**src/core/light_sensor_defs.vh**
```
// Constants shared by the light sensor serial target port.
`ifndef LIGHT_SENSOR_DEFS_VH
`define LIGHT_SENSOR_DEFS_VH

// Target addresses chosen by the strap pin.
`define ADDR_STRAP_GND 7'h44
`define ADDR_STRAP_VDD 7'h45
`define ADDR_STRAP_SDA 7'h46
`define ADDR_STRAP_SCL 7'h47

// Strap pin encodings.
`define STRAP_GND 2'h0
`define STRAP_VDD 2'h1
`define STRAP_SDA 2'h2
`define STRAP_SCL 2'h3

// High-speed entry code: upper five bits of the first byte.
`define HS_CODE_TOP 5'h01

// Stuck-low timeout.
`define TIMEOUT_US 28000
`define CLK_PERIOD_NS 8
`define TIMEOUT_CYC (`TIMEOUT_US * 1000 / `CLK_PERIOD_NS)

// Range_linear_value width against conversion time setting.
`define MANT_W 20
`define MANT_MIN_BITS 9
`define MANT_PAD_MAX 5'hB
`define CONV_TIME_MAX 4'hB

// Reset value of the register pointer.
`define PTR_RESET 8'h00

// Write FIFO shape.
`define WFIFO_DEPTH 16
`define WFIFO_AW 4

`endif

```
**src/core/light_sensor_i2c_target_port.v**
```verilog
// Serial target port of a colour light sensor, with its write FIFO.
//
// Contract
// - Range_linear_value keeps 9 bits at setting 0, one more per step to 20.
// - Port works at standard, fast and high-speed bus rates.
// - SDA change while SCL high is a start (fall) or stop (rise).
// - After start shift in seven address bits then the read/write bit.
// - On own address, pull SDA low during the ninth clock.
// - Eight bits then acknowledge, most significant first, SDA stable on high.
// - SCL low for 28 ms resets the bus state machine.
// - Strap selects one of four seven-bit addresses.
// - Strap sampled at every transaction; must be settled beforehand.
// - First byte after a write address loads the register pointer.
// - Next two bytes, high first, write the pointed register; the high byte is always acked, the low byte unless the write FIFO is full.
// - A read sends the pointed register high byte, then low byte.
// - Release SDA on controller not-acknowledge, start or stop.
// - Pointer is kept across transactions until a new pointer write.
// - High-speed code is recognised without ack; stop leaves high speed.
`timescale 1ns/1ps
`include "light_sensor_defs.vh"

module write_fifo #(
  parameter WIDTH = 24,
  parameter DEPTH = `WFIFO_DEPTH,
  parameter AW = `WFIFO_AW
) (
  input wire clk_sys,
  input wire rst_n,
  input wire in_valid,
  output reg in_ready,
  input wire [WIDTH-1:0] in_data,
  output reg out_valid,
  input wire out_ready,
  output reg [WIDTH-1:0] out_data
);
  reg [WIDTH-1:0] mem [0:DEPTH-1];
  reg [AW-1:0] wp;
  reg [AW-1:0] rp;
  reg [AW:0] count;
  wire do_w;
  wire do_r;
  wire [AW:0] next_count;

  // The output stage is a register so the block outputs stay flopped.
  assign do_w = in_valid & in_ready;
  assign do_r = (count != {(AW+1){1'b0}}) & (~out_valid | out_ready);
  assign next_count = count + {{AW{1'b0}}, do_w} - {{AW{1'b0}}, do_r};

  always @(posedge clk_sys) begin
    if (do_w) begin
      mem[wp] <= in_data;
    end
  end

  always @(posedge clk_sys) begin
    if (!rst_n) begin
      wp <= {AW{1'b0}};
      rp <= {AW{1'b0}};
      count <= {(AW+1){1'b0}};
      in_ready <= 1'b1;
      out_valid <= 1'b0;
      out_data <= {WIDTH{1'b0}};
    end else begin
      if (do_w) begin
        wp <= wp + 1'b1;
      end
      if (do_r) begin
        out_data <= mem[rp];
        out_valid <= 1'b1;
        rp <= rp + 1'b1;
      end else if (out_ready) begin
        out_valid <= 1'b0;
      end
      count <= next_count;
      in_ready <= (next_count < DEPTH);
    end
  end
endmodule

module light_sensor_i2c_target_port #(
  parameter TIMEOUT_CYCLES = `TIMEOUT_CYC
) (
  input wire clk_sys,
  input wire rst_n,
  input wire scl_in,
  input wire sda_in,
  output reg sda_out,
  output reg sda_oe,
  input wire [1:0] addr_sel,
  output reg [7:0] reg_ptr,
  input wire [15:0] rd_data,
  output wire wr_valid,
  input wire wr_ready,
  output wire [7:0] wr_ptr,
  output wire [15:0] wr_data,
  output reg hs_mode,
  input wire [3:0] conv_time,
  input wire [19:0] mant_raw,
  output reg [19:0] range_linear_value
);
  localparam ST_IDLE = 4'h0;
  localparam ST_ADDR = 4'h1;
  localparam ST_PTR = 4'h2;
  localparam ST_WDAT = 4'h3;
  localparam ST_ACK = 4'h4;
  localparam ST_RD = 4'h5;
  localparam ST_RACK = 4'h6;
  localparam ST_IGNORE = 4'h7;

  reg [3:0] state;
  reg [3:0] after_ack;
  reg scl_r;
  reg sda_r;
  reg scl_p;
  reg sda_p;
  reg [2:0] bit_cnt;
  reg got_byte;
  reg [7:0] rx_sr;
  reg [7:0] tx_sr;
  reg [15:0] tx_word;
  reg tx_lo;
  reg wr_lo;
  reg [7:0] data_hi;
  reg ctl_ack;
  reg [6:0] own_addr;
  reg [21:0] low_cnt;
  reg push;
  reg [23:0] push_word;
  wire push_ready;
  wire [23:0] fifo_out;
  wire start_cond;
  wire stop_cond;
  wire scl_rise;
  wire scl_fall;
  wire timed_out;

  function [6:0] strap_addr;
    input [1:0] sel;
    begin
      case (sel)
        `STRAP_GND: strap_addr = `ADDR_STRAP_GND;
        `STRAP_VDD: strap_addr = `ADDR_STRAP_VDD;
        `STRAP_SDA: strap_addr = `ADDR_STRAP_SDA;
        default: strap_addr = `ADDR_STRAP_SCL;
      endcase
    end
  endfunction

  // Low bits beyond the effective width read as zero.
  function [19:0] pad_mant;
    input [19:0] raw;
    input [3:0] ct;
    reg [3:0] c;
    reg [4:0] zeros;
    begin
      c = (ct > `CONV_TIME_MAX) ? `CONV_TIME_MAX : ct;
      zeros = `MANT_PAD_MAX - {1'b0, c};
      pad_mant = raw & (20'hFFFFF << zeros);
    end
  endfunction

  assign start_cond = scl_r & scl_p & sda_p & ~sda_r;
  assign stop_cond = scl_r & scl_p & ~sda_p & sda_r;
  assign scl_rise = scl_r & ~scl_p;
  assign scl_fall = ~scl_r & scl_p;
  assign timed_out = (low_cnt == TIMEOUT_CYCLES[21:0] - 22'h1);

  write_fifo #(
    .WIDTH(24),
    .DEPTH(`WFIFO_DEPTH),
    .AW(`WFIFO_AW)
  ) u_fifo (
    .clk_sys(clk_sys),
    .rst_n(rst_n),
    .in_valid(push),
    .in_ready(push_ready),
    .in_data(push_word),
    .out_valid(wr_valid),
    .out_ready(wr_ready),
    .out_data(fifo_out)
  );

  assign wr_ptr = fifo_out[23:16];
  assign wr_data = fifo_out[15:0];

  always @(posedge clk_sys) begin
    if (!rst_n) begin
      range_linear_value <= 20'h00000;
    end else begin
      range_linear_value <= pad_mant(mant_raw, conv_time);
    end
  end

  // Only SCL held low inside a transaction counts toward the timeout.
  always @(posedge clk_sys) begin
    if (!rst_n) begin
      low_cnt <= 22'h0;
    end else if (scl_r || state == ST_IDLE || timed_out) begin
      low_cnt <= 22'h0;
    end else begin
      low_cnt <= low_cnt + 22'h1;
    end
  end

  always @(posedge clk_sys) begin
    if (!rst_n) begin
      scl_r <= 1'b1;
      sda_r <= 1'b1;
      scl_p <= 1'b1;
      sda_p <= 1'b1;
      state <= ST_IDLE;
      after_ack <= ST_IDLE;
      bit_cnt <= 3'h0;
      got_byte <= 1'b0;
      rx_sr <= 8'h00;
      tx_sr <= 8'h00;
      tx_word <= 16'h0000;
      tx_lo <= 1'b0;
      wr_lo <= 1'b0;
      data_hi <= 8'h00;
      ctl_ack <= 1'b0;
      own_addr <= `ADDR_STRAP_GND;
      reg_ptr <= `PTR_RESET;
      push <= 1'b0;
      push_word <= 24'h000000;
      sda_out <= 1'b0;
      sda_oe <= 1'b0;
      hs_mode <= 1'b0;
    end else begin
      scl_r <= scl_in;
      sda_r <= sda_in;
      scl_p <= scl_r;
      sda_p <= sda_r;
      push <= 1'b0;
      if (timed_out) begin
        state <= ST_IDLE;
        sda_oe <= 1'b0;
      end else if (start_cond) begin
        // A repeated start keeps high speed; only a stop drops it.
        state <= ST_ADDR;
        bit_cnt <= 3'h0;
        got_byte <= 1'b0;
        sda_oe <= 1'b0;
        own_addr <= strap_addr(addr_sel);
      end else if (stop_cond) begin
        state <= ST_IDLE;
        sda_oe <= 1'b0;
        hs_mode <= 1'b0;
      end else begin
        case (state)
          ST_ADDR, ST_PTR, ST_WDAT: begin
            if (scl_rise) begin
              rx_sr <= {rx_sr[6:0], sda_r};
              bit_cnt <= bit_cnt + 3'h1;
              got_byte <= (bit_cnt == 3'h7);
            end else if (scl_fall && got_byte) begin
              got_byte <= 1'b0;
              state <= ST_ACK;
              sda_oe <= 1'b1;
              case (state)
                ST_ADDR: begin
                  if (rx_sr[7:1] == own_addr) begin
                    after_ack <= rx_sr[0] ? ST_RD : ST_PTR;
                    tx_word <= rd_data;
                  end else begin
                    sda_oe <= 1'b0;
                    state <= ST_IGNORE;
                    if (rx_sr[7:3] == `HS_CODE_TOP) begin
                      hs_mode <= 1'b1;
                    end
                  end
                end
                ST_PTR: begin
                  reg_ptr <= rx_sr;
                  wr_lo <= 1'b0;
                  after_ack <= ST_WDAT;
                end
                default: begin
                  after_ack <= ST_WDAT;
                  if (!wr_lo) begin
                    data_hi <= rx_sr;
                    wr_lo <= 1'b1;
                  end else if (push_ready) begin
                    push <= 1'b1;
                    push_word <= {reg_ptr, data_hi, rx_sr};
                    wr_lo <= 1'b0;
                  end else begin
                    // A full FIFO refuses the word with a not-acknowledge.
                    sda_oe <= 1'b0;
                    state <= ST_IGNORE;
                  end
                end
              endcase
            end
          end
          ST_ACK: begin
            if (scl_fall) begin
              bit_cnt <= 3'h0;
              state <= after_ack;
              if (after_ack == ST_RD) begin
                tx_sr <= tx_word[15:8];
                tx_lo <= 1'b1;
                sda_oe <= ~tx_word[15];
              end else begin
                sda_oe <= 1'b0;
              end
            end
          end
          ST_RD: begin
            if (scl_fall) begin
              bit_cnt <= bit_cnt + 3'h1;
              if (bit_cnt == 3'h7) begin
                sda_oe <= 1'b0;
                state <= ST_RACK;
              end else begin
                sda_oe <= ~tx_sr[6];
                tx_sr <= {tx_sr[6:0], 1'b0};
              end
            end
          end
          ST_RACK: begin
            if (scl_rise) begin
              ctl_ack <= ~sda_r;
            end else if (scl_fall) begin
              if (ctl_ack) begin
                // Past the low byte the same register is sent again.
                tx_sr <= tx_lo ? tx_word[7:0] : tx_word[15:8];
                sda_oe <= tx_lo ? ~tx_word[7] : ~tx_word[15];
                tx_lo <= ~tx_lo;
                bit_cnt <= 3'h0;
                state <= ST_RD;
              end else begin
                sda_oe <= 1'b0;
                state <= ST_IGNORE;
              end
            end
          end
          ST_IGNORE: begin
            sda_oe <= 1'b0;
          end
          default: begin
            sda_oe <= 1'b0;
            state <= ST_IDLE;
          end
        endcase
      end
    end
  end
endmodule

```
**config.mk**
```make
export PLATFORM = sky130hd
export DESIGN_NAME = light_sensor_i2c_target_port
export DESIGN_NICKNAME = d
export VERILOG_FILES = /design/src/core/light_sensor_i2c_target_port.v
export VERILOG_INCLUDE_DIRS = /design/src /design/src/core
export SDC_FILE = /design/constraint.sdc
export NUM_CORES = 1
export LEC_CHECK = 0
export BUFFER_PORTS_ARGS = -buffer_cell sky130_fd_sc_hd__buf_2
export CORE_MARGIN = 3
export CORE_UTILIZATION = 50
export DETAILED_ROUTE_END_ITERATION = 8
export GPL_TIMING_DRIVEN = 0
export PLACE_DENSITY = 0.67
export SYNTH_ARGS = -nofsm -noshare
export SYNTH_HDL_FRONTEND = slang
export SYNTH_SLANG_ARGS = --single-unit
```
**constraint.sdc**
```tcl
create_clock -name clk_sys -period 3.45 [get_ports clk_sys]
set_input_delay 0.5175 -clock clk_sys [delete_from_list [all_inputs] [get_ports clk_sys]]
set_output_delay 0.5175 -clock clk_sys [all_outputs]
set_load 0.02 [all_outputs]
```
==> qor.yml, run 1 <==
period_minus_slack_ns: 3.19
status: "finished clean"
slowest_stage: "fa_1"
routedWlPerCell_um: 22.5
path_class: "register to register"
hp-class: "input port to register"
syn-num-nets: 1429
synth.distinct_cells: 63
cts_max_level: 2
final_nets: 1600
setup-violations-final: 0
slowest_delay_ns: 0.42
irDropWorstVdd_v: 0.000403
grt_pass1_vias: 12518
yosysMostFrequentCell: "edfxtp_1"
synth_top_area_share_pct: 53.1
dieWidth_um: 214
area_delta_synth_final_pct: 15.2
ios: 103
rows: 75
startpoint_type: "register"
post-route-drc-count: 0
ant_nets: 0
synthFlopType: "edfxtp_1"
maxSlewViolCount: 0
dieArea_um2: 46000
cts-root-buf: "clkbuf_16"
core-area_um2: 42400
antenna_found_initial: 1
gp_congestion: 0.868
synth_common_cells: "edfxtp_1 (384), dfxtp_1 (174), nor2_1 (120)"
yosysTopAreaCell: "edfxtp_1"
routed_via_density: 5.66
min_path_cells: 2
overflow: 0
cpLargestDelayFamily: "adder cells"
worst_slack_ns: 0.265
crit_fanout: 10
synthArstFlopShare_pct: 0
setup.worst_path.end_class: "register"
synth_seq_area_share_pct: 69.2
final_cells: 2163
r2r_cells: 16
place_area_um2: 23300
drive_gt1_share_pct: 23.7
tns_ns: 0
hold_viol_final: 0
hold_buffers: 0
grt_pass1_wl_um: 75400
p_per_area_nw_per_um2: 655
critPathBufInv: 6
grt_use_total_pct: 21.3
clockBufferDepth: 3
grt_max_degree: 25
fin_area_um2: 25000
wl_um: 48600
worst_slew_margin_rel_pct: 36.8
numPortBuffers: 98
netlist_area_um2: 21700
rsz0062_at_grt: "no"
numCtsBuffers: 55
cts.sinks: 558
fp.dieH_um: 214
dp_cells: 2058
cts_tree: "built"
ys_warn_count: 0
crit_top_cell: "inv_1"
yosys_register_bits: 558
holdWs_ns: 0.106
synth.avg_cell_area_um2: 15.9
timing.clock.skew_ns: 0.0211
timing.final.crit_share_pct: 92.3
num-fill-cells: 3331
hold_end: "scl_r$_SDFF_PN1_"
start_util_pct: 51.2
synth_area_leaders: "edfxtp_1 (53%), dfxtp_1 (16%), mux4_2 (10%)"
r2r_slack_ns: 0.26
timing.rr.start: "u_fifo.count[2]$_SDFF_PN0_"
regToRegEndpoint: "u_fifo.in_ready$_SDFF_PN1_"
pre_cts_slack_ns: -0.365
clock_latency_ns: 0.60
clkTransAtPathRegs_ns: 0.06
dp_hpwl_um: 33100
p_leak_nw: 8.84
arrival_ns: 3.63
worst_slew_pin_slew_ns: 0.949
path_cells: "inv_1 -> ha_1 -> nor4b_2 -> nor2b_1 -> clkbuf_2 -> clkbuf_4 -> ha_1 -> inv_1 -> ha_1 -> inv_1 -> fa_1 -> inv_1 -> a21oi_1 -> o21bai_1 -> xnor2_1 -> nand2_1"
max_freq_ghz: 0.314
vias: 12250
postSynthCellCount: 1367
drt_iter0_markers: 1050
required_ns: 3.90
drtPass1Iterations: 5
hp-start: "scl_in"
synth_edf_count: 384
drv_cap: 0
per-stage QoR:
| step | power (mW) | utilization, % |
|---|---|---|
| 3_5_place_dp | 11.0 | 55.0 |
| 2_1_floorplan | 10.0 | - |
| 4_1_cts | 16.5 | 59.0 |
| 3_3_place_gp | 10.9 | 54.0 |
| 5_1_grt | 17.1 | 59.0 |
| 6_report | 16.4 | 59.0 |
cell usage in the layout (no fill, tap or decap), types with 14 or more instances in the layout:
master	synthesis	routed
o21ai_0	15	15
mux2i_1	79	79
buf_2	17	115
nand2_1	69	69
a21oi_1	29	29
and2_1	14	14
nand3_1	22	22
nor2_1	120	108
mux4_2	96	96
xnor2_1	22	22
a211oi_1	25	25
edfxtp_1	384	384
o22ai_1	49	49
clkbuf_1	40	60
inv_1	20	20
ha_1	14	14
nor3_1	18	14
buf_4	13	14
mux2_2	25	25
clkbuf_16	0	56
dfxtp_1	174	174
cells by family (layout without fill, tap and decap cells):
family / count (synthesis) / count (layout) / synth area share, %
flip-flops: 558 / 558 / 69.2
other: 1 / 2 / 0.0173
adder cells (fa/ha/maj): 15 / 15 / 0.899
XOR/XNOR: 33 / 33 / 1.33
AND/OR/NAND/NOR: 311 / 311 / 7.08
multiplexers: 200 / 200 / 14.9
buffers and inverters: 103 / 321 / 2.26
AO/OA/AOI/OAI: 146 / 146 / 4.35
where the power goes:
part           switching (mW)  internal [mW]
sequential              0.156           7.29
clock                    2.42           3.13
combinational            1.84           1.55
total                    4.42           12.0
flip-flops by register name (all words and copies together) (netlist names), 5 cells and up:
name and cells:
u_fifo.mem 384, push_word 24, u_fifo.out_data 24, low_cnt 22, range_linear_value 20, tx_word 16, data_hi 8, reg_ptr 8
rx_sr 8, tx_sr 7, u_fifo.count 5
timing repair:
action                     4_1_cts  5_1_grt
gates cloned                     0        0
setup buffers                    0        0
setup endpoints to repair        3        2
pin swaps                        0        0
resized for setup                2        3
worst max path at each step:
| stage | cells past startpoint | endpoint | slack [ns] | start |
|---|---|---|---|---|
| after floorplan | 4 | u_fifo.mem[3][0]$_DFFE_PP_ | 0.46 | u_fifo.in_ready$_SDFF_PN1_ |
| after global placement | 4 | u_fifo.mem[3][14]$_DFFE_PP_ | -1.11 | u_fifo.in_ready$_SDFF_PN1_ |
| after detailed placement | 15 | u_fifo.in_ready$_SDFF_PN1_ | -0.36 | wr_ready |
| after CTS | 16 | u_fifo.in_ready$_SDFF_PN1_ | 0.14 | u_fifo.count[2]$_SDFF_PN0_ |
| after global routing | 16 | u_fifo.in_ready$_SDFF_PN1_ | 0.05 | u_fifo.count[2]$_SDFF_PN0_ |
| final | 16 | u_fifo.in_ready$_SDFF_PN1_ | 0.26 | u_fifo.count[2]$_SDFF_PN0_ |
metal layers:
metal	up-vias	wire length, um	global-route usage [%]
li1	5595	-	-
met1	6202	20100	28.1
met3	70	2750	3.51
met5	-	0	0
met2	383	24600	36.8
met4	0	1170	6.32
area by class of cell:
type                       count  area, um^2  share of cell area (%)
timing repair buffer         114         793                    3.17
multi-input combinational    706        6320                    25.3
clock buffer                  81        1530                    6.10
clock inverter                23         145                   0.580
buffer                        82         417                    1.67
sequential                   558       15000                    60.0
inverter                      21        78.8                   0.315
tap                          577         722                    2.89
antenna                        1        2.50                  0.0100
Power figures use the tool's default switching activity.
==> inputs of run 2 (changes only) <==
Settings changed: CELL_PAD_IN_SITES_DETAIL_PLACEMENT set to 0, CELL_PAD_IN_SITES_GLOBAL_PLACEMENT set to 2, CORE_UTILIZATION 50 to 45, PLACE_DENSITY 0.67 to not set, PLACE_DENSITY_LB_ADDON set to 0.1.
==> run 2 against run 1 <==
  * Utilization down 5.2 points
  * Combinational power rose by 1%
  * Worst hold slack worse by 0.019 ns
  * Largest cell class unchanged
  * Via count fell by 0.93%
  * Final cell count increased by 1.5%
  * Clock skew fell by 0.0042 ns
  * Design area is 1.1% higher
  * Critical path depth is the same
  * Largest power group unchanged
==> qor.yml, run 2 (synthesis gave the netlist of run 1 again) <==
status: "finished clean"
postCtsSetupBuffers: 0  # unchanged
core-area_um2: 47100  # +11%
timing.final.crit_share_pct: 92.1  # -0.18 points
dieWidth_um: 226  # +5.3%
routedWlPerCell_um: 24.0  # +6.7%
crit_fanout: 10  # unchanged
worst_slew_margin_rel_pct: 31.7  # -5.1 points
seq_area_um2: 15000  # unchanged
cts.sinks: 558  # unchanged
r2r_slack_ns: 0.27  # about the same
setup-violations-final: 0  # unchanged
hp-class: "input port to register"
ant_nets: 0  # unchanged
clockBufferDepth: 3  # unchanged
p_per_area_nw_per_um2: 675  # +3.1%
cp.depth: 16  # unchanged
p_leak_nw: 8.97  # +1.4%
slowest_stage: "fa_1"
max_freq_ghz: 0.315  # +0.20%
largest_register_ffs: 384  # unchanged
period_minus_slack_ns: 3.18  # -0.00631 ns
clock_latency_ns: 0.60  # about the same
crit_top_cell: "inv_1"
final_cell_mix: "edfxtp_1 (384), dfxtp_1 (174), buf_2 (115)"
path_class: "register to register"
crit_start: "u_fifo.count[2]$_SDFF_PN0_"
overflow: 0  # unchanged
num-fill-cells: 3939  # +18%
final_cells: 2196  # +1.5%
grt_use_met2_pct: 36.6  # -0.20 points
dieArea_um2: 50900  # +11%
grt_pass1_vias: 12633  # +0.92%
worstSetupEndpoint: "u_fifo.in_ready$_SDFF_PN1_"
grt_use_total_pct: 21.2  # -0.061 points
num_antenna_cells: 0  # -1
drv_cap: 0  # unchanged
start_util_pct: 46.1  # -5.0 points
timing.rr.start: "u_fifo.count[2]$_SDFF_PN0_"
worst_slew_pin_slew_ns: 1.02  # +0.0759 ns
area_delta_synth_final_pct: 16.5
reg_top3: "u_fifo.mem (384), push_word (24), u_fifo.out_data (24)"
fp.dieH_um: 226  # +5.3%
cpLargestDelayFamily: "adder cells"
final_common_cell: "edfxtp_1"
cts_max_level: 2  # unchanged
final_util_pct: 53.7  # -5.2 points
met1_usage_pct: 28.2  # +0.10 points
path_cells: "inv_1 -> ha_1 -> nor4b_2 -> nor2b_1 -> clkbuf_2 -> clkbuf_4 -> ha_1 -> inv_1 -> ha_1 -> inv_1 -> fa_1 -> inv_1 -> a21oi_1 -> o21bai_1 -> xnor2_1 -> nand2_1"
drtPass1Iterations: 7  # +2
numPortBuffers: 98  # unchanged
cts_tree: "built"
routed_via_density: 5.53  # -2.4%
grtUsageMet3_pct: 3.34  # -0.17 points
critPathBufInv: 6  # unchanged
startpoint_type: "register"
post-route-drc-count: 0  # unchanged
numCtsBuffers: 57  # +3.6%
multi_input_area_um2: 6320  # unchanged
gp_congestion: 0.798  # -8.1%
ios: 103  # unchanged
required_ns: 3.91  # about the same
arrival_ns: 3.64  # about the same
grt_busiest_layer: "met2"
min_path_cells: 2  # unchanged
grt_pass1_wl_um: 80400  # +6.6%
drt_iter0_markers: 811  # -23%
regToRegEndpoint: "u_fifo.in_ready$_SDFF_PN1_"
antenna_found_initial: 0  # -1
wl_um: 52700  # +8.3%
drive_gt1_share_pct: 24.6  # +0.95 points
cts-root-buf: "clkbuf_16"
dp_cells: 2089  # +1.5%
setup.worst_path.end_class: "register"
timing.clock.skew_ns: 0.0169  # -0.00419 ns
r2r_cells: 16  # unchanged
clkTransAtPathRegs_ns: 0.06  # about the same
hold_viol_final: 0  # unchanged
rsz0062_at_grt: "no"
rows: 79  # +5.3%
dp_hpwl_um: 35400  # +7.1%
irDropWorstVdd_v: 0.000381  # -5.6%
grt_max_degree: 25  # unchanged
slowest_delay_ns: 0.43  # about the same
vias: 12136  # -0.93%
maxSlewViolCount: 0  # unchanged
final_nets: 1603  # +0.19%
largest_register: "u_fifo.mem"
-- run 2: what timing repair did --
item | in CTS | in global routing
hold buffers | 0 | 0
cloned | 0 | 0
endpoints found under the setup margin | 5 | 2
gates resized for setup | 2 | 3
-- run 2: worst min-delay path by stage --
| stage | slack [ns] | from | endpoint |
|---|---|---|---|
| floorplan | 0.43 | tx_sr[1]$_SDFFE_PN0P_ | tx_sr[1]$_SDFFE_PN0P_ |
| global placement | 0.44 | tx_sr[5]$_SDFFE_PN0P_ | tx_sr[5]$_SDFFE_PN0P_ |
| detailed placement | 0.44 | tx_sr[3]$_SDFFE_PN0P_ | tx_sr[3]$_SDFFE_PN0P_ |
| CTS | 0.05 | sda_in | sda_r$_SDFF_PN1_ |
| global route | 0.07 | sda_in | sda_r$_SDFF_PN1_ |
| finish | 0.09 | sda_in | sda_r$_SDFF_PN1_ |
-- run 2: power by group --
group	switching (mW)	internal, mW
Combinational	1.89	1.55
Clock	2.52	3.67
Sequential	0.151	7.29
-- run 2: layout make-up --
type / count / area share [%]
well taps: 607 / 3.00
clock buffers: 82 / 6.50
repair buffers: 115 / 3.15
multi-input cells: 706 / 25.0
plain buffers: 82 / 1.65
clock inverters: 25 / 1.00
inverters: 21 / 0.312
flip-flops and latches: 558 / 59.4
-- run 2: per-layer routing --
metal	wire (um)	vias to the layer above	part of all wire, %
met3	2270	81	4.3
met1	22400	6169	43
met5	0	-	0
met2	26600	270	50
li1	-	5616	-
met4	1450	0	2.8
-- run 2: per-stage QoR --
stage / setup slack [ns] / setup TNS, ns / hold slack, ns / area [um^2] / total power, mW
after floorplan: 0.463 / 0 / 0.429 / 21700 / 10.0
after global placement: -1.52 / -235.44 / 0.439 / 23000 / 11.1
after detailed placement: -0.468 / -1.16 / 0.444 / 23400 / 11.1
after CTS: 0.0469 / 0 / 0.0546 / 25300 / 17.3
after global routing: 0.0350 / 0 / 0.0707 / 25300 / 17.8
final: 0.271 / 0 / 0.0873 / 25300 / 17.1
-- run 2: worst register-to-register path, delay by kind of cell, from the launching register on --
family | cells | cell delay, ns
adders and majority gates | 4 | 1.04
DFF | 1 | 0.33
xor gates and xnor gates | 1 | 0.17
buffers and inverters | 6 | 0.93
AOI/OAI and AO/OA | 2 | 0.23
and+or+nand+nor | 3 | 0.34
==> inputs of run 3 (changes only) <==
Settings changed: CORE_UTILIZATION 45 to 40.
==> run 3 against run 2 <==
  * Combinational power about the same
  * Design area up 1.5%
  * Clock skew up 0.0012 ns
  * Worst setup slack better by 0.012 ns
  * Via count down 0.66%
  * Register-to-register slack about the same
  * Global-route usage down 2.2 points
  * Final cell count up 4.1%
  * Die area up 12%
  * Flip-flop and latch count unchanged
  * Critical path type unchanged
  * Critical endpoint unchanged
==> qor.yml, run 3 (synthesis gave the netlist of run 1 again) <==
timing.final.crit_share_pct: 91.8  # -0.36 points
hold_viol_final: 0  # unchanged
fin_area_um2: 25600  # +1.5%
final_common_cell: "edfxtp_1"
routed_via_density: 5.27  # -4.6%
hold_end: "scl_r$_SDFF_PN1_"
start_util_pct: 40.9  # -5.2 points
tns_ns: 0  # unchanged
wl_met2_um: 27700  # +4.3%
num_antenna_cells: 0  # unchanged
worst_slew_margin_rel_pct: 26.7  # -5.0 points
crit_fanout: 10  # unchanged
drv_cap: 0  # unchanged
worst_slew_pin_slew_ns: 1.10  # +0.0747 ns
r2r_cells: 16  # unchanged
final_util_pct: 48.3  # -5.4 points
p_per_area_nw_per_um2: 679  # +0.53%
fp.dieH_um: 239  # +5.9%
period_minus_slack_ns: 3.17  # -0.0124 ns
min_path_cells: 2  # unchanged
vias: 12056  # -0.66%
irDropWorstVdd_v: 0.000424  # +11%
timing.clock.skew_ns: 0.0181  # +0.00119 ns
rsz0062_at_grt: "no"
required_ns: 3.92  # about the same
post-route-drc-count: 0  # unchanged
ant_nets: 0  # unchanged
rows: 84  # +6.3%
gp_congestion: 0.834  # +4.6%
grt_max_degree: 21  # -16%
grt_use_total_pct: 19.0  # -2.2 points
top_layer_used: "met4"
grt_pass1_wl_um: 80000  # -0.40%
clock_latency_ns: 0.61  # about the same
max_freq_ghz: 0.316  # +0.39%
clkTransAtPathRegs_ns: 0.06  # about the same
cts-root-buf: "clkbuf_16"
overflow: 0  # unchanged
hp-class: "input port to register"
dp_cells: 2175  # +4.1%
arrival_ns: 3.64  # about the same
hold_buffers: 0  # unchanged
p_leak_nw: 9.08  # +1.2%
cts.sinks: 558  # unchanged
pre_cts_slack_ns: -0.404  # +0.0639 ns
postCtsSetupBuffers: 0  # unchanged
wl_um: 53500  # +1.7%
numPortBuffers: 98  # unchanged
regToRegEndpoint: "u_fifo.in_ready$_SDFF_PN1_"
met1_length_um: 22800  # +2.0%
crit_top_cell: "inv_1"
slowest_delay_ns: 0.43  # about the same
worst_slack_ns: 0.283  # +0.0124 ns
area_delta_synth_final_pct: 18.1
numCtsBuffers: 59  # +3.5%
place_area_um2: 23600  # +0.97%
drive_gt1_share_pct: 25.3  # +0.72 points
holdWs_ns: 0.0883  # +0.000997 ns
status: "finished clean"
path_class: "register to register"
setup-violations-final: 0  # unchanged
dp_hpwl_um: 37200  # +5.0%
maxSlewViolCount: 0  # unchanged
clockBufferDepth: 3  # unchanged
path_cells: "inv_1 -> ha_1 -> nor4b_2 -> nor2b_1 -> clkbuf_2 -> clkbuf_4 -> ha_1 -> inv_1 -> ha_1 -> inv_1 -> fa_1 -> inv_1 -> a21oi_1 -> o21bai_1 -> xnor2_1 -> nand2_1"
r2r_slack_ns: 0.28  # about the same
final_cell_mix: "edfxtp_1 (384), dfxtp_1 (174), buf_2 (115)"
grt_pass1_vias: 12353  # -2.2%
slowest_stage: "fa_1"
final_cells: 2287  # +4.1%
largest_register_ffs: 384  # unchanged
startpoint_type: "register"
cts_tree: "built"
core-area_um2: 53100  # +13%
final_nets: 1610  # +0.44%
cts_max_level: 2  # unchanged
drtPass1Iterations: 5  # -2
largest_register: "u_fifo.mem"
dieWidth_um: 239  # +5.9%
antenna_found_initial: 0  # unchanged
reg_top3: "u_fifo.mem (384), push_word (24), u_fifo.out_data (24)"
hp-start: "scl_in"
drt_iter0_markers: 741  # -8.6%
dr_wl_met3_um: 2050  # -9.6%
setup.worst_path.end_class: "register"
dieArea_um2: 57100  # +12%
routedWlPerCell_um: 23.4  # -2.4%
power_mw: 17.4  # +2.0%
ios: 103  # unchanged
timing.rr.start: "u_fifo.count[2]$_SDFF_PN0_"
-- run 3: cell count changes in the layout (fill, tap and decap cells not counted), moves of 2 or more --
cell | before | now
clkbuf_1 | 53 | 45
clkbuf_16 | 59 | 62
clkinvlp_4 | 1 | 4
buf_4 | 15 | 13
clkinv_1 | 6 | 10
buf_6 | 10 | 12
clkbuf_8 | 8 | 5
clkinv_4 | 0 | 3
bufinv_16 | 5 | 7
buf_16 | 7 | 10
-- run 3: how the worst max path moves through the flow --
stage / start / endpoint / slack, ns / depth (start not counted)
6_report: u_fifo.count[2]$_SDFF_PN0_ / u_fifo.in_ready$_SDFF_PN1_ / 0.28 / 16
5_1_grt: u_fifo.count[2]$_SDFF_PN0_ / u_fifo.in_ready$_SDFF_PN1_ / 0.05 / 16
4_1_cts: u_fifo.count[2]$_SDFF_PN0_ / u_fifo.in_ready$_SDFF_PN1_ / 0.05 / 16
3_5_place_dp: wr_ready / u_fifo.in_ready$_SDFF_PN1_ / -0.40 / 15
3_3_place_gp: u_fifo.in_ready$_SDFF_PN1_ / u_fifo.mem[3][14]$_DFFE_PP_ / -1.79 / 4
2_1_floorplan: u_fifo.in_ready$_SDFF_PN1_ / u_fifo.mem[3][0]$_DFFE_PP_ / 0.46 / 4
-- run 3: report_power, final --
part           leakage, nW  total [mW]  switching (mW)  internal, mW
Sequential            4.97        7.44           0.153          7.29
Combinational         3.11        3.43            1.88          1.55
Clock                0.994        6.54            2.64          3.90
-- run 3: routing by layer --
| metal | vias to the layer above | global-route usage (%) |
|---|---|---|
| met5 | - | 0 |
| met4 | 0 | 4.40 |
| met3 | 71 | 3.05 |
| met2 | 223 | 33.7 |
| met1 | 6142 | 24.6 |
| li1 | 5620 | - |
-- run 3: worst max-delay path: cells and delay by family (launching register included) --
kind	cells	cell delay, ns
compound gates	2	0.21
xor+xnor	1	0.17
fa+ha+maj	4	1.04
buf+inv	6	0.91
flops	1	0.35
simple gates	3	0.35
-- run 3: repair_timing --
item | 4_1_cts | 5_1_grt
endpoints found under the setup margin | 5 | 2
resized for setup | 2 | 3
gates cloned | 0 | 0
-- run 3: area by class of cell --
class	instances	area, um^2
fillers	4552	27400
flip-flops and latches	558	15000
multi-input cells	706	6320
clock buffers	74	1650
repair buffers	120	922
well taps	688	861
plain buffers	82	417
clock inverters	38	389
inverters	21	78.8
